===== src/include/ldo_wakeup_pkg.sv =====
// Package for the regulator, wake-up pin and clock output control bank.
// Assumes a 32-bit APB slave whose register word addresses are four times the register index.
package ldo_wakeup_pkg;

  localparam int ADDR_W = 18;

  // Register indices as printed; the byte address is four times the index.
  localparam logic [15:0] RTC_PM_IDX   = 16'h1930;
  localparam logic [15:0] SLEW_IDX     = 16'h1C16;
  localparam logic [15:0] REG_CTRL_IDX = 16'h7004;

  // Select lines carried between the bus port and the register core.
  localparam int SEL_RTC  = 0;
  localparam int SEL_SLEW = 1;
  localparam int SEL_REG  = 2;

  // Field positions.
  localparam int CLK_OUT_EN_BIT    = 0;
  localparam int REG_PD_BIT        = 1;
  localparam int FULL_PD_BIT       = 2;
  localparam int WAKE_DIR_BIT      = 3;
  localparam int WAKE_OUT_BIT      = 4;
  localparam int SLEW_FAST_BIT     = 2;
  localparam int USB_EN_BIT        = 0;

  // Values after reset.
  localparam logic RST_CLK_EN    = 1'b0;
  localparam logic RST_REG_PD    = 1'b0;
  localparam logic RST_FULL_PD   = 1'b0;
  localparam logic RST_WAKE_DIR  = 1'b0;
  localparam logic RST_WAKE_OUT  = 1'b1;
  localparam logic RST_SLEW_FAST = 1'b1;
  localparam logic RST_USB_EN    = 1'b0;

  // Power state of the regulators, bandgap and analog power-on reset.
  typedef enum logic [2:0] {
    PWR_ON       = 3'b001,
    PWR_REG_OFF  = 3'b010,
    PWR_FULL_OFF = 3'b100
  } power_state_t;

endpackage


===== src/include/reg_access_if.sv =====
// Carrier between the APB port and the register core of the power control bank.
// Assumes both ends run on the same clock.
interface reg_access_if;
  logic        wrEn;
  logic [2:0]  wrSel;
  logic [15:0] wrData;
  logic [15:0] rtcValue;
  logic [15:0] slewValue;
  logic [15:0] ldoValue;

  modport port (
    output wrEn,
    output wrSel,
    output wrData,
    input  rtcValue,
    input  slewValue,
    input  ldoValue
  );

  modport core (
    input  wrEn,
    input  wrSel,
    input  wrData,
    output rtcValue,
    output slewValue,
    output ldoValue
  );
endinterface


===== src/rtl/ldo_apb_port.sv =====
// APB slave port of the power control bank: decode, one wait state, read data and error answer.
// Assumes an APB master that holds the request until pready is seen high.
module ldo_apb_port (
  input  wire logic                             sys_clk,
  input  wire logic                             reset_n,
  input  wire logic                             psel,
  input  wire logic                             penable,
  input  wire logic                             pwrite,
  input  wire logic [ldo_wakeup_pkg::ADDR_W-1:0] paddr,
  input  wire logic [31:0]                      pwdata,
  input  wire logic [3:0]                       pstrb,
  output logic      [31:0]                      prdata,
  output logic                                  pready,
  output logic                                  pslverr,
  reg_access_if.port                            acc
);

  function automatic logic hit(input logic [ldo_wakeup_pkg::ADDR_W-1:0] a, input logic [15:0] idx);
    hit = (a == {idx, 2'b00});
  endfunction

  logic        pready_r;
  logic        pslverr_r;
  logic [31:0] prdata_r;
  wire  [2:0]  sel;
  wire         mapped;
  wire         done;
  wire  [15:0] readValue;

  assign sel[ldo_wakeup_pkg::SEL_RTC]  = hit(paddr, ldo_wakeup_pkg::RTC_PM_IDX);
  assign sel[ldo_wakeup_pkg::SEL_SLEW] = hit(paddr, ldo_wakeup_pkg::SLEW_IDX);
  assign sel[ldo_wakeup_pkg::SEL_REG]  = hit(paddr, ldo_wakeup_pkg::REG_CTRL_IDX);
  assign mapped    = |sel;
  // The answer comes in the second access cycle, so the completing edge is where pready_r is high.
  assign done      = psel && penable && pready_r;
  assign readValue = sel[ldo_wakeup_pkg::SEL_RTC]  ? acc.rtcValue :
                     sel[ldo_wakeup_pkg::SEL_SLEW] ? acc.slewValue :
                     sel[ldo_wakeup_pkg::SEL_REG]  ? acc.ldoValue : 16'h0000;

  // All fields sit in byte lane 0, so only that strobe lets a write through.
  assign acc.wrEn   = done && pwrite && mapped && pstrb[0];
  assign acc.wrSel  = sel;
  assign acc.wrData = pwdata[15:0];

  always_ff @(posedge sys_clk or negedge reset_n) begin
    if (!reset_n) begin
      pready_r  <= 1'b0;
      pslverr_r <= 1'b0;
      prdata_r  <= 32'h0000_0000;
    end else begin
      pready_r  <= psel && penable && !pready_r;
      pslverr_r <= psel && penable && !pready_r && !mapped;
      prdata_r  <= (psel && penable && !pready_r && !pwrite) ? {16'h0000, readValue} : 32'h0000_0000;
    end
  end

  assign prdata  = prdata_r;
  assign pready  = pready_r;
  assign pslverr = pslverr_r;

endmodule


===== src/rtl/ldo_wakeup_power_control.sv =====
// Power and pin control bank: wake-up pin, regulator and bandgap power-down, clock output control.
// Assumes an APB master on sys_clk and pad, alarm and wake inputs already synchronous to sys_clk.
//
// Overview of operation
// - Wake output bit 0 drives the wake pin low; 1 leaves it floating.
// - Wake direction bit 0 makes the pin an input, 1 an output.
// - As input the pin is active high; as output active-low open-drain.
// - Pin wake-up works only while the direction bit selects input.
// - Full power-down bit shuts regulators, power-on reset and bandgap.
// - Regulator power-down bit shuts regulators and power-on reset, keeps bandgap.
// - A high wake pin or an RTC alarm re-enables shut-down circuits.
// - Clock output enable bit 0 disables, 1 enables the clock output.
// - Bits 15 to 5 of the RTC power register read zero, ignore writes.
// - Bits 15 to 1 of the regulator control register read zero, ignore writes.
// - USB regulator enable bit 1 turns output on; 0 floats its pin.
// - Analog regulator on when no power-down; USB also needs its enable.
// - Slew select bit 2: 0 slow, 1 fast, resets to fast.
// - USB regulator enable resets to 0.
module ldo_wakeup_power_control (
  input  wire logic                             sys_clk,
  input  wire logic                             reset_n,
  input  wire logic                             psel,
  input  wire logic                             penable,
  input  wire logic                             pwrite,
  input  wire logic [ldo_wakeup_pkg::ADDR_W-1:0] paddr,
  input  wire logic [31:0]                      pwdata,
  input  wire logic [3:0]                       pstrb,
  output logic      [31:0]                      prdata,
  output logic                                  pready,
  output logic                                  pslverr,
  input  wire logic                             wakePinIn,
  output logic                                  wakePinOut,
  output logic                                  wakePinOe,
  output logic                                  wakeIdleRequest,
  input  wire logic                             rtcAlarm,
  output logic                                  analogRegulatorOn,
  output logic                                  usbRegulatorOn,
  output logic                                  usbRegulatorOutputPinOe,
  output logic                                  analogPorOn,
  output logic                                  bandgapOn,
  output logic                                  rtcClockOutputEnable,
  output logic                                  clockOutputSlewFast
);

  reg_access_if acc ();

  ldo_apb_port u_apb (
    .sys_clk (sys_clk),
    .reset_n (reset_n),
    .psel    (psel),
    .penable (penable),
    .pwrite  (pwrite),
    .paddr   (paddr),
    .pwdata  (pwdata),
    .pstrb   (pstrb),
    .prdata  (prdata),
    .pready  (pready),
    .pslverr (pslverr),
    .acc     (acc.port)
  );

  // Stored register fields.
  logic wakeOutLevel_r;
  logic wakeDir_r;
  logic fullPd_r;
  logic regPd_r;
  logic clkOutEn_r;
  logic slewFast_r;
  logic usbEn_r;

  logic wakeOutLevel_nxt;
  logic wakeDir_nxt;
  logic fullPd_nxt;
  logic regPd_nxt;
  logic clkOutEn_nxt;
  logic slewFast_nxt;
  logic usbEn_nxt;

  ldo_wakeup_pkg::power_state_t state_r;
  ldo_wakeup_pkg::power_state_t state_nxt;

  // Output flops.
  logic wakePinOe_r;
  logic wakeIdleRequest_r;
  logic analogOn_r;
  logic usbOn_r;
  logic porOn_r;
  logic bandgapOn_r;
  logic clkOutOut_r;
  logic slewOut_r;

  wire wrRtc;
  wire wrSlew;
  wire wrLdo;
  wire pinWakeLevel;
  wire wakeEvent;
  wire poweredDown;

  assign wrRtc  = acc.wrEn && acc.wrSel[ldo_wakeup_pkg::SEL_RTC];
  assign wrSlew = acc.wrEn && acc.wrSel[ldo_wakeup_pkg::SEL_SLEW];
  assign wrLdo  = acc.wrEn && acc.wrSel[ldo_wakeup_pkg::SEL_REG];

  // The pin counts as a wake source only while it is an input, and then it is active high.
  assign pinWakeLevel = !wakeDir_r && wakePinIn;
  assign poweredDown  = (state_r != ldo_wakeup_pkg::PWR_ON);
  assign wakeEvent    = poweredDown && (pinWakeLevel || rtcAlarm);

  // Register field updates; reserved bits are simply not stored.
  always_comb begin
    wakeOutLevel_nxt = wakeOutLevel_r;
    wakeDir_nxt      = wakeDir_r;
    fullPd_nxt       = fullPd_r;
    regPd_nxt        = regPd_r;
    clkOutEn_nxt     = clkOutEn_r;
    slewFast_nxt     = slewFast_r;
    usbEn_nxt        = usbEn_r;
    if (wrRtc) begin
      wakeOutLevel_nxt = acc.wrData[ldo_wakeup_pkg::WAKE_OUT_BIT];
      wakeDir_nxt      = acc.wrData[ldo_wakeup_pkg::WAKE_DIR_BIT];
      fullPd_nxt       = acc.wrData[ldo_wakeup_pkg::FULL_PD_BIT];
      regPd_nxt        = acc.wrData[ldo_wakeup_pkg::REG_PD_BIT];
      clkOutEn_nxt     = acc.wrData[ldo_wakeup_pkg::CLK_OUT_EN_BIT];
    end
    if (wrSlew) begin
      slewFast_nxt = acc.wrData[ldo_wakeup_pkg::SLEW_FAST_BIT];
    end
    if (wrLdo) begin
      usbEn_nxt = acc.wrData[ldo_wakeup_pkg::USB_EN_BIT];
    end
    // Hardware re-enable clears both power-down bits so software sees the circuits are back on.
    // A wake in the same cycle as a power-down write wins only while already powered down; in PWR_ON the write takes effect.
    if (wakeEvent) begin
      fullPd_nxt = 1'b0;
      regPd_nxt  = 1'b0;
    end
  end

  // Power state follows the power-down bits; full power-down outranks regulator power-down.
  always_comb begin
    state_nxt = state_r;
    case (state_r)
      ldo_wakeup_pkg::PWR_ON: begin
        if (fullPd_nxt) begin
          state_nxt = ldo_wakeup_pkg::PWR_FULL_OFF;
        end else if (regPd_nxt) begin
          state_nxt = ldo_wakeup_pkg::PWR_REG_OFF;
        end
      end
      ldo_wakeup_pkg::PWR_REG_OFF: begin
        if (wakeEvent) begin
          state_nxt = ldo_wakeup_pkg::PWR_ON;
        end else if (fullPd_nxt) begin
          state_nxt = ldo_wakeup_pkg::PWR_FULL_OFF;
        end else if (!regPd_nxt) begin
          state_nxt = ldo_wakeup_pkg::PWR_ON;
        end
      end
      ldo_wakeup_pkg::PWR_FULL_OFF: begin
        if (wakeEvent) begin
          state_nxt = ldo_wakeup_pkg::PWR_ON;
        end else if (!fullPd_nxt) begin
          state_nxt = regPd_nxt ? ldo_wakeup_pkg::PWR_REG_OFF : ldo_wakeup_pkg::PWR_ON;
        end
      end
      default: begin
        state_nxt = ldo_wakeup_pkg::PWR_ON;
      end
    endcase
  end

  always_ff @(posedge sys_clk or negedge reset_n) begin
    if (!reset_n) begin
      wakeOutLevel_r <= ldo_wakeup_pkg::RST_WAKE_OUT;
      wakeDir_r      <= ldo_wakeup_pkg::RST_WAKE_DIR;
      fullPd_r       <= ldo_wakeup_pkg::RST_FULL_PD;
      regPd_r        <= ldo_wakeup_pkg::RST_REG_PD;
      clkOutEn_r     <= ldo_wakeup_pkg::RST_CLK_EN;
      slewFast_r     <= ldo_wakeup_pkg::RST_SLEW_FAST;
      usbEn_r        <= ldo_wakeup_pkg::RST_USB_EN;
      state_r        <= ldo_wakeup_pkg::PWR_ON;
    end else begin
      wakeOutLevel_r <= wakeOutLevel_nxt;
      wakeDir_r      <= wakeDir_nxt;
      fullPd_r       <= fullPd_nxt;
      regPd_r        <= regPd_nxt;
      clkOutEn_r     <= clkOutEn_nxt;
      slewFast_r     <= slewFast_nxt;
      usbEn_r        <= usbEn_nxt;
      state_r        <= state_nxt;
    end
  end

  // Outputs except wakeIdleRequest_r are computed from the next values so they change at the edge that completes a write.
  always_ff @(posedge sys_clk or negedge reset_n) begin
    if (!reset_n) begin
      wakePinOe_r       <= 1'b0;
      wakeIdleRequest_r <= 1'b0;
      analogOn_r        <= 1'b1;
      usbOn_r           <= 1'b0;
      porOn_r           <= 1'b1;
      bandgapOn_r       <= 1'b1;
      clkOutOut_r       <= ldo_wakeup_pkg::RST_CLK_EN;
      slewOut_r         <= ldo_wakeup_pkg::RST_SLEW_FAST;
    end else begin
      wakePinOe_r       <= wakeDir_nxt && !wakeOutLevel_nxt;
      wakeIdleRequest_r <= !wakeDir_r && wakePinIn;
      analogOn_r        <= (state_nxt == ldo_wakeup_pkg::PWR_ON);
      usbOn_r           <= (state_nxt == ldo_wakeup_pkg::PWR_ON) && usbEn_nxt;
      porOn_r           <= (state_nxt == ldo_wakeup_pkg::PWR_ON);
      bandgapOn_r       <= (state_nxt != ldo_wakeup_pkg::PWR_FULL_OFF);
      clkOutOut_r       <= clkOutEn_nxt;
      slewOut_r         <= slewFast_nxt;
    end
  end

  // The wake pin is open-drain: its output level is always low and only the enable moves.
  always_ff @(posedge sys_clk or negedge reset_n) begin
    if (!reset_n) begin
      wakePinOut <= 1'b0;
    end else begin
      wakePinOut <= 1'b0;
    end
  end

  // Read-back values; reserved bits read as zero.
  assign acc.rtcValue  = {11'h000, wakeOutLevel_r, wakeDir_r, fullPd_r, regPd_r, clkOutEn_r};
  assign acc.slewValue = {13'h0000, slewFast_r, 2'h0};
  assign acc.ldoValue  = {15'h0000, usbEn_r};

  assign wakePinOe               = wakePinOe_r;
  assign wakeIdleRequest         = wakeIdleRequest_r;
  assign analogRegulatorOn       = analogOn_r;
  assign usbRegulatorOn          = usbOn_r;
  assign usbRegulatorOutputPinOe = usbOn_r;
  assign analogPorOn             = porOn_r;
  assign bandgapOn               = bandgapOn_r;
  assign rtcClockOutputEnable    = clkOutOut_r;
  assign clockOutputSlewFast     = slewOut_r;

endmodule


===== config.mk =====
export PLATFORM = sky130hd
export DESIGN_NAME = ldo_wakeup_power_control
export DESIGN_NICKNAME = d
export VERILOG_FILES = /design/src/include/ldo_wakeup_pkg.sv /design/src/include/reg_access_if.sv /design/src/rtl/ldo_apb_port.sv /design/src/rtl/ldo_wakeup_power_control.sv
export SDC_FILE = /design/constraint.sdc
export NUM_CORES = 1
export LEC_CHECK = 0
export BUFFER_PORTS_ARGS = -buffer_cell sky130_fd_sc_hd__buf_2
export CAP_MARGIN = 20
export CORE_ASPECT_RATIO = 1.1
export CORE_MARGIN = 2
export CORE_UTILIZATION = 42
export CTS_CLUSTER_DIAMETER = 150
export DETAILED_ROUTE_END_ITERATION = 8
export GPL_TIMING_DRIVEN = 0
export PLACE_DENSITY = 0.77
export SLEW_MARGIN = 20
export SYNTH_ARGS = -nofsm -noshare
export SYNTH_HDL_FRONTEND = slang
export SYNTH_HIERARCHICAL = 1
export SYNTH_SLANG_ARGS = --single-unit

===== constraint.sdc =====
create_clock -name sys_clk -period 1.55 [get_ports sys_clk]
set_input_delay 0.0775 -clock sys_clk [delete_from_list [all_inputs] [get_ports sys_clk]]
set_output_delay 0.0775 -clock sys_clk [all_outputs]
set_load 0.03 [all_outputs]

==> results of run 1 <==
what timing repair did:
item	in CTS	in global routing
setup endpoints to repair	24	24
setup buffers	8	10
pin swaps	9	9
endpoints found under the hold margin	28	0
hold buffers	1	0
resized for setup	17	11
metal layers:
layer | vias up | GRT usage (%) | part of all wire, %
met3 | 18 | 4.55 | 5.3
met2 | 84 | 32.4 | 52
met5 | - | 0 | 0
met1 | 936 | 22.8 | 40
li1 | 958 | - | -
met4 | 0 | 7.17 | 2.6
worst max-delay path by stage:
stage,slack [ns],start,to
final,-0.29,paddr[9],state_r[2]
after global routing,-0.36,paddr[9],state_r[2]
after CTS,-0.27,paddr[11],state_r[2]
after floorplan,-0.56,paddr[7],state_r[2]
after detailed placement,-1.04,paddr[7],usbRegulatorOn
after global placement,-1.05,paddr[7],usbRegulatorOn
area by class of cell:
type / count / area, um^2
fillers: 387 / 1720
multi-input cells: 187 / 1270
flip-flops and latches: 33 / 832
repair buffers: 71 / 428
plain buffers: 36 / 265
clock buffers: 6 / 72.6
well taps: 56 / 70.1
inverters: 4 / 15.0
clock inverters: 2 / 10.0
power by group:
part	total (mW)	switching (mW)	internal [mW]
Clock	0.611	0.301	0.311
Sequential	0.869	0.00264	0.866
Combinational	0.267	0.166	0.101
Total	1.75	0.470	1.28
==> results by group, run 1 <==
Status
  – Status: finished, violations left
  – Failing checks: negative setup slack

STA
  – Slew Limit Fails: 0
  – Max Clock Skew: 0.00924 ns
  – Slew @ Worst Pin: 0.742 ns
  – Final hold slack: 0.0385 ns
  – RSZ-0062 raised after global routing: yes
  – Fmax: 0.543 GHz
  – Final setup viols: 21
  – Setup TNS: -3.17 ns
  – Hold Vio Cnt, Final: 0
  – Final period util: 119%
  – Final setup margin: -0.291 ns
  – Min cycle time layout: 1.84 ns
  – Slew headroom: 50.6%

Finish
  – Largest register FFs: 16
  – Nets@finish: 399
  – Diode count: 0
  – Commonest non-fill, non-tap cells in the layout: conb_1 (58), buf_2 (53), buf_4 (42), dfrtp_1 (28), nand3_1 (17)
  – Post-Layout Cell Count: 395
  – Final Util: 63.4%
  – Layout area overhead: 43.8%
  – Commonest non-fill, non-tap cell in the layout: conb_1
  – Share of cells above drive strength 1: 44.2%
  – Design area: 2970 um^2

Place
  – Post-DP HPWL: 3.50 mm
  – Placed insts: 368
  – Port Buffer Count: 52
  – Post-DP Area: 2620 um^2
  – Minimum setup slack after placement: -1.04 ns
  – Global placer's final weighted congestion: 0.838

Critical path
  – Critical Path Stages: 8
  – Worst path slowest cell: or3_4
  – R2R Setup Slk: -0.09 ns
  – FF-to-FF path depth: 5
  – CP max FO: 7
  – RR Startpoint: u_apb/pready
  – Crit Path Class: input port to flip-flop
  – Worst setup EP type: flip-flop
  – Critical path cell sequence: buf_6, or3_4, nor3_4, nand2_8, a311oi_4, nand2_4, mux2i_4, o21ba_1
  – Worst Path Buf+Inv: 1
  – Top delay family on crit path: simple AND/OR/NAND/NOR gates
  – RR Endpoint: state_r[2]
  – Worst Setup Start Kind: input port
  – Critical Path AT: 2.07 ns
  – Max incr delay on CP: 0.43 ns
  – WP data required: 1.78 ns

Clocking
  – Clock Latency Late Sink: 0.28 ns
  – CTS tree: yes
  – # clock sinks: 33
  – Num CTS Buffers: 5
  – Clock Pin Slew Worst Setup and Hold Paths: 0.07 ns
  – CTS root buf: clkbuf_8
  – H-tree lvl count: 2
  – Max clock buf depth: 2

Die
  – Die height: 77.5 um
  – # IOs: 105
  – Starting Density: 44.0%
  – Core Region: 4680 um^2
  – Die Width: 70.8 um
  – Floorplan row count: 26
  – Die ar.: 5490 um^2

Drt
  – DRT iter0 DRCs: 87
  – Routed WL per cell: 13.5 um
  – Overall via count from detail_route: 1996
  – DRT Pass-1 Iters: 6
  – Drt drc: 0
  – WL final: 5.33 mm
  – DRT antenna net count: 0
  – Vias per cell: 5.05

Run
  – Number of max-cap violations: 0

Power
  – Worst VDD drop: 0.301 mV
  – Total power: 1.75 mW
  – Pleak: 1.48 nW
  – Pwr Density: 589 nW/um^2

Synthesis
  – Cell area after synthesis: 2060 um^2
  – Synthesis Warnings: 6
  – Mapped Avg Cell Area: 10.1 um^2
  – Post-Synthesis Cells: 204

Global routing
  – Vias in the first global route: 1802
  – First-pass GRT wire length: 8.34 mm
  – Largest net degree at the start of global routing: 34
  – Gr usage total: 18.9%
  – GRT overflow: 0
  – Initial antenna violation count: 0

Worst hold path
  – Worst hold start: pwdata[3]
  – Hold Crit Depth: 2
  – End of the worst hold path: wakeDir_r
  – Hold WC Path Type: input port to flip-flop
No activity file was read; power rests on OpenSTA's default activity.
==> run 2, diff against run 1 <==
--- a/config.mk
+++ b/config.mk
@@ -7,13 +7,14 @@
 export LEC_CHECK = 0
 export BUFFER_PORTS_ARGS = -buffer_cell sky130_fd_sc_hd__buf_2
 export CAP_MARGIN = 20
+export CELL_PAD_IN_SITES_DETAIL_PLACEMENT = 1
+export CELL_PAD_IN_SITES_GLOBAL_PLACEMENT = 2
 export CORE_ASPECT_RATIO = 1.1
 export CORE_MARGIN = 2
-export CORE_UTILIZATION = 42
+export CORE_UTILIZATION = 24
 export CTS_CLUSTER_DIAMETER = 150
 export DETAILED_ROUTE_END_ITERATION = 8
-export GPL_TIMING_DRIVEN = 0
-export PLACE_DENSITY = 0.77
+export PLACE_DENSITY_LB_ADDON = 0.1
 export SLEW_MARGIN = 20
 export SYNTH_ARGS = -nofsm -noshare
 export SYNTH_HDL_FRONTEND = slang
==> results by group, run 2 (synthesized netlist as in run 1, its figures left out) <==
Clocking
  – CTS tree: yes
  – Max clock buf depth: 2 (unchanged)
  – # clock sinks: 33 (unchanged)
  – H-tree lvl count: 2 (unchanged)
  – Num CTS Buffers: 5 (unchanged)
  – Clock Pin Slew Worst Setup and Hold Paths: 0.07 ns (about the same)
  – Clock Latency Late Sink: 0.29 ns (about the same)
  – CTS root buf: clkbuf_8

Global routing
  – Gr usage total: 13.0% (-5.9 points)
  – GRT overflow: 0 (unchanged)
  – Vias in the first global route: 1821 (+1.1%)
  – Initial antenna violation count: 0 (unchanged)
  – Largest net degree at the start of global routing: 34 (unchanged)
  – First-pass GRT wire length: 9.43 mm (+13%)

Drt
  – Drt drc: 0 (unchanged)
  – Routed WL per cell: 14.0 um (+4.0%)
  – DRT iter0 DRCs: 73 (-16%)
  – WL final: 6.04 mm (+13%)
  – Overall via count from detail_route: 1859 (-6.9%)
  – DRT antenna net count: 0 (unchanged)
  – Vias per cell: 4.32 (-14%)
  – DRT Pass-1 Iters: 4 (-2)

Critical path
  – Critical Path AT: 1.92 ns (-0.15 ns)
  – Max incr delay on CP: 0.42 ns (about the same)
  – RR Startpoint: u_apb/pready
  – Worst Setup Start Kind: input port
  – RR Endpoint: wakeDir_r
  – CP max FO: 6 (-1)
  – Worst path slowest cell: or3_4
  – R2R Setup Slk: -0.04 ns (+0.05 ns)
  – Critical path cell sequence: buf_6, or3_4, nor4_4, nand2_1, a311oi_2, nand2_2, buf_6, mux2_2
  – Crit Path Class: input port to flip-flop
  – Most frequent cell on the critical path: buf_6
  – Worst setup EP type: flip-flop
  – WP data required: 1.72 ns (-0.06 ns)
  – Worst Path Buf+Inv: 2 (+1)
  – Top delay family on crit path: simple AND/OR/NAND/NOR gates
  – FF-to-FF path depth: 5 (unchanged)

Finish
  – Diode count: 0 (unchanged)
  – Commonest non-fill, non-tap cell in the layout: conb_1
  – Largest register FFs: 16 (unchanged)
  – Commonest non-fill, non-tap cells in the layout: conb_1 (58), buf_2 (55), dfrtp_1 (28), buf_4 (26), nand3_1 (17)
  – Register Area: 832 um^2 (unchanged)
  – Share of cells above drive strength 1: 41.1% (-3.2 points)
  – Design area: 2890 um^2 (-2.5%)
  – Nets@finish: 379 (-5.0%)
  – Footprint of the multi-input gates: 1250 um^2 (-2.3%)
  – FILL cells: 1006 (+160%)
  – Final Util: 34.6% (-29 points)
  – Layout area overhead: 40.3%
  – Post-Layout Cell Count: 430 (+8.9%)

STA
  – Hold Vio Cnt, Final: 0 (unchanged)
  – RSZ-0062 raised after global routing: yes
  – Final setup viols: 14 (-33%)
  – Fmax: 0.571 GHz (+5.1%)
  – Max Clock Skew: 0.00533 ns (-0.00391 ns)
  – Slew Limit Fails: 0 (unchanged)
  – Final setup margin: -0.202 ns (+0.0890 ns)
  – Min cycle time layout: 1.75 ns (-0.0890 ns)
  – Final period util: 113% (-5.7 points)
  – Setup TNS: -1.53 ns (+1.63 ns)

Worst hold path
  – End of the worst hold path: wakeDir_r
  – Hold WC Path Type: input port to flip-flop
  – Hold Crit Depth: 2 (unchanged)
  – Worst hold start: pwdata[3]

Place
  – Post-DP Area: 2640 um^2 (+0.96%)
  – Placed insts: 416 (+13%)
  – Global placer's final weighted congestion: 0.691 (-18%)
  – Post-DP HPWL: 4.41 mm (+26%)
  – Port Buffer Count: 57 (+9.6%)

Die
  – # IOs: 105 (unchanged)
  – Die height: 101 um (+31%)
  – Starting Density: 24.7% (-19 points)
  – Die Width: 92.4 um (+30%)
  – Die ar.: 9360 um^2 (+70%)
  – Floorplan row count: 35 (+35%)
  – Core Region: 8360 um^2 (+79%)

Power
  – Total power: 1.95 mW (+11%)
  – Pleak: 1.35 nW (-9.1%)
  – Pwr Density: 673 nW/um^2 (+14%)
  – Worst VDD drop: 0.258 mV (-15%)

Status
  – Status: finished, violations left
  – Failing checks: negative setup slack

Run
  – Number of max-cap violations: 0 (unchanged)
-- run 2: cell count changes in the layout (fill, tap and decap cells not counted), moves of 2 or more --
cell	previous run	this run
buf_2	53	55
buf_4	42	26
buf_6	6	4
clkbuf_1	3	1
clkinv_2	2	0
nand2_1	3	5
-- run 2: worst register-to-register path, cell delays in order (launching register included) --
cell	delay [ns]
dfrtp_1	0.35
nand3_1	0.13
a311oi_2	0.35
nand2_2	0.21
buf_6	0.18
mux2_2	0.26
-- run 2: repair_timing --
item / in CTS / in global routing
resized for setup: 10 / 10
endpoints found under the hold margin: 28 / 0
hold buffers: 1 / 0
cloned: 0 / 0
endpoints found under the setup margin: 14 / 14
setup buffers: 3 / 2
pin swaps: 10 / 5
-- run 2: worst max path at each step --
stage          startpoint    endpoint  slack, ns  depth (start not counted)
2_1_floorplan    paddr[7]  state_r[2]      -0.56                          7
3_3_place_gp     paddr[7]  state_r[2]      -0.55                          8
3_5_place_dp     paddr[7]  state_r[2]      -0.61                          8
4_1_cts         paddr[11]  state_r[2]      -0.22                          8
5_1_grt          paddr[9]  state_r[2]      -0.33                          8
6_report         paddr[9]   wakeDir_r      -0.20                          8
-- run 2: final cells by class --
cell class	instances	area share [%]
multi-input cells	187	43.1
well taps	111	4.80
inverters	4	0.519
clock inverters	1	1.04
flip-flops and latches	33	28.8
repair buffers	87	18.8
clock buffers	7	2.98
-- run 2: report_power, final --
| group | internal, mW | total [mW] | switching [mW] |
|---|---|---|---|
| Clock | 0.524 | 0.846 | 0.322 |
| Sequential | 0.866 | 0.867 | 0.00123 |
| Combinational | 0.0750 | 0.235 | 0.160 |
| Total | 1.46 | 1.95 | 0.483 |
-- run 2: metrics by stage --
step | setup WS (ns) | hold slack [ns]
2_1_floorplan | -0.562 | -0.218
3_3_place_gp | -0.554 | 0.134
3_5_place_dp | -0.614 | 0.140
4_1_cts | -0.222 | 0.0367
5_1_grt | -0.325 | 0.0508
6_report | -0.202 | 0.0483
-- run 2: per-layer routing --
metal  wire length (um)  up-vias  global-route usage, %
li1                   -      916                      -
met1               2680      889                   17.0
met2               3010       48                   22.4
met3                266        6                   1.64
met4                 82        0                   4.48
met5                  0        -                      0
==> run 3, diff against run 2 <==
--- a/config.mk
+++ b/config.mk
@@ -11,12 +11,11 @@
 export CELL_PAD_IN_SITES_GLOBAL_PLACEMENT = 2
 export CORE_ASPECT_RATIO = 1.1
 export CORE_MARGIN = 2
-export CORE_UTILIZATION = 24
+export CORE_UTILIZATION = 18
 export CTS_CLUSTER_DIAMETER = 150
 export DETAILED_ROUTE_END_ITERATION = 8
 export PLACE_DENSITY_LB_ADDON = 0.1
 export SLEW_MARGIN = 20
 export SYNTH_ARGS = -nofsm -noshare
 export SYNTH_HDL_FRONTEND = slang
-export SYNTH_HIERARCHICAL = 1
 export SYNTH_SLANG_ARGS = --single-unit
==> results by group, run 3 <==
Status
  – Status: finished, violations left
  – Failing checks: negative setup slack

STA
  – Slew headroom: 65.9%
  – Max Clock Skew: 0.00500 ns (-0.000335 ns)
  – Final setup margin: -0.0569 ns (+0.145 ns)
  – RSZ-0062 raised after global routing: yes
  – Hold Vio Cnt, Final: 0 (unchanged)
  – Slew Limit Fails: 0 (unchanged)
  – Final setup viols: 3 (-11)
  – Final period util: 104% (-9.3 points)
  – Fmax: 0.622 GHz (+9.0%)
  – Slew @ Worst Pin: 0.511 ns
  – Min cycle time layout: 1.61 ns (-0.145 ns)

Synthesis
  – Count leader, synth: buf_4
  – Synth cell count leaders: buf_4 (30), dfrtp_1 (17), nor2_1 (9), nand2_1 (6), dfstp_2 (5)
  – Synth unique cells: 40
  – FFs w/ async S/R, synth: 100%
  – Top_reg_cell synth: dfrtp_1
  – Number of synthesized register bits: 22
  – Mapped Avg Cell Area: 10.4 um^2 (+3.0%)
  – Synth area leader: dfrtp_1
  – EDFF count, synth: 0
  – Post-Synthesis Cells: 121 (-41%)
  – Register area share after synthesis: 44.2%
  – Synthesis Warnings: 0 (-6)
  – Cell area after synthesis: 1260 um^2 (-39%)
  – Largest cells by area after synthesis: dfrtp_1 (34%), buf_4 (18%), dfstp_2 (10%)
  – Post-synth top area share: 33.8%

Place
  – Post-DP Area: 1620 um^2 (-39%)
  – Minimum setup slack after placement: -0.126 ns (+0.488 ns)
  – Global placer's final weighted congestion: 0.688 (-0.39%)
  – Port Buffer Count: 46 (-19%)
  – Post-DP HPWL: 2.74 mm (-38%)

Critical path
  – Critical Path AT: 1.80 ns (-0.12 ns)
  – Crit Path Class: flip-flop to flip-flop
  – Worst setup EP type: flip-flop
  – Worst Setup Start Kind: flip-flop
  – WP data required: 1.74 ns (+0.02 ns)
  – CP max FO: 2 (-4)

Drt
  – Drt drc: 0 (unchanged)
  – DRT antenna net count: 0 (unchanged)
  – Routed WL per cell: 12.0 um (-15%)
  – Vias per cell: 3.86 (-11%)
  – DRT iter0 DRCs: 17 (-77%)
  – Overall via count from detail_route: 1045 (-44%)
  – WL final: 3.25 mm (-46%)
  – DRT Pass-1 Iters: 3 (-1)

Die
  – Die Width: 83.8 um (-9.3%)
  – Die ar.: 7690 um^2 (-18%)
  – Floorplan row count: 31 (-11%)
  – Core Region: 6670 um^2 (-20%)
  – Die height: 91.8 um (-9.4%)
  – Starting Density: 18.9% (-5.8 points)
  – # IOs: 105 (unchanged)

Global routing
  – GRT overflow: 0 (unchanged)
  – First-pass GRT wire length: 5.13 mm (-46%)
  – Initial antenna violation count: 0 (unchanged)
  – Vias in the first global route: 1052 (-42%)
  – Gr usage total: 8.28% (-4.7 points)
  – Largest net degree at the start of global routing: 23 (-32%)

Clocking
  – Max clock buf depth: 2 (unchanged)
  – # clock sinks: 22 (-33%)
  – CTS tree: yes
  – Num CTS Buffers: 3 (-2)
  – CTS root buf: clkbuf_8
  – Clock Latency Late Sink: 0.26 ns (-0.03 ns)
  – Clock Pin Slew Worst Setup and Hold Paths: 0.08 ns (about the same)
  – H-tree lvl count: 1 (-1)

Finish
  – Commonest non-fill, non-tap cell in the layout: buf_2
  – Layout area overhead: 38.7%
  – Largest register FFs: 5 (-11)
  – FILL cells: 794 (-21%)
  – Register Area: 558 um^2 (-33%)
  – Share of cells above drive strength 1: 50.3% (+9.2 points)
  – Nets@finish: 251 (-34%)
  – Footprint of the multi-input gates: 619 um^2 (-50%)
  – Diode count: 0 (unchanged)
  – Commonest non-fill, non-tap cells in the layout: buf_2 (46), conb_1 (28), buf_4 (19), dfrtp_1 (16), nor2_1 (9)
  – Design area: 1750 um^2 (-40%)

Power
  – Worst VDD drop: 0.296 mV (+15%)
  – Gate power share: 16.6% (+4.6 points)
  – Pleak: 0.899 nW (-33%)
  – Switching Power: 0.337 mW (-30%)
  – Pwr Density: 681 nW/um^2 (+1.2%)
  – Clock power share: 34.7% (-8.7 points)
  – Internal cell power: 0.853 mW (-42%)
  – Switching portion of total power: 28.3% (+3.5 points)
  – Share of power burned in registers: 48.7% (+4.2 points)

Worst hold path
  – Hold WC Path Type: input port to flip-flop

Run
  – Number of max-cap violations: 0 (unchanged)
-- run 3: cell count changes in the layout (fill, tap and decap cells not counted), sizes merged, moves of 10 or more --
| cell | before | now |
|---|---|---|
| a21oi | 14 | 3 |
| a32oi | 10 | 0 |
| buf | 86 | 67 |
| conb | 58 | 28 |
| dfrtp | 28 | 17 |
| nand3 | 17 | 4 |
| o31ai | 17 | 1 |
-- run 3: per-stage QoR --
step	cells	total power, mW	util [%]	TNS, ns	hold WS, ns
6_report	271	1.19	26.2	-0.106	0.0630
5_1_grt	271	1.25	26.2	-0.654	0.0503
4_1_cts	270	1.22	25.7	-0.198	0.0600
3_5_place_dp	264	0.785	24.3	-0.669	0.0898
3_3_place_gp	264	0.783	24.3	-0.592	0.0793
2_1_floorplan	148	0.765	-	-1.13	-0.218
-- run 3: critical path, cell delays in order, from the launching register on --
cell,delay (ns)
dfstp_2,0.54
nand2b_1,0.07
o22a_1,0.18
or3_4,0.34
nand2_2,0.07
or3b_1,0.34
-- run 3: kinds of logic after synthesis --
kind of cell	synth area share [%]
AOI/OAI and AO/OA	6.85
and+or+nand+nor	24.0
other	0.298
buffers and inverters	18.8
muxes	5.16
xor gates and xnor gates	0.695
DFF	44.2
-- run 3: final timing paths --
check,startpoint,endpoint,slack [ns],cells past startpoint
min in group asynchronous,reset_n,wakePinOe,0.32,2
setup reg to reg,state_r[0],bandgapOn,-0.06,5
max in group asynchronous,reset_n,u_apb.pready,0.85,2
setup / recovery,state_r[0],bandgapOn,-0.06,5
hold reg to reg,wakeDir_r,wakeIdleRequest,0.48,1
hold / removal,pwdata[3],wakeDir_r,0.06,2
-- run 3: routing by layer --
layer	vias up	global-route usage [%]	share of wire, %
met4	0	4.03	1.4
met2	39	13.9	51
li1	500	-	-
met3	2	0.720	5.0
met5	-	0	0
met1	504	10.6	43
-- run 3: cell type report --
| cell class | instances | area share, % |
|---|---|---|
| well taps | 82 | 5.87 |
| multi-input cells | 93 | 35.4 |
| flip-flops and latches | 22 | 31.9 |
| inverters | 2 | 0.429 |
| repair buffers | 68 | 23.2 |
| clock buffers | 4 | 3.15 |
-- run 3: power groups by stage --
stage	clock network [mW]	registers, mW	logic [mW]
floorplan	0	0.600	0.165
global placement	0	0.591	0.192
detailed placement	0	0.591	0.195
CTS	0.439	0.580	0.198
global route	0.459	0.581	0.213
finish	0.413	0.580	0.197
-- run 3: repair_timing --
item	CTS	global route
endpoints found under the hold margin	17	0
setup buffers	1	1
pin swaps	2	1
hold buffers	1	0
endpoints found under the setup margin	8	10
resized for setup	4	6
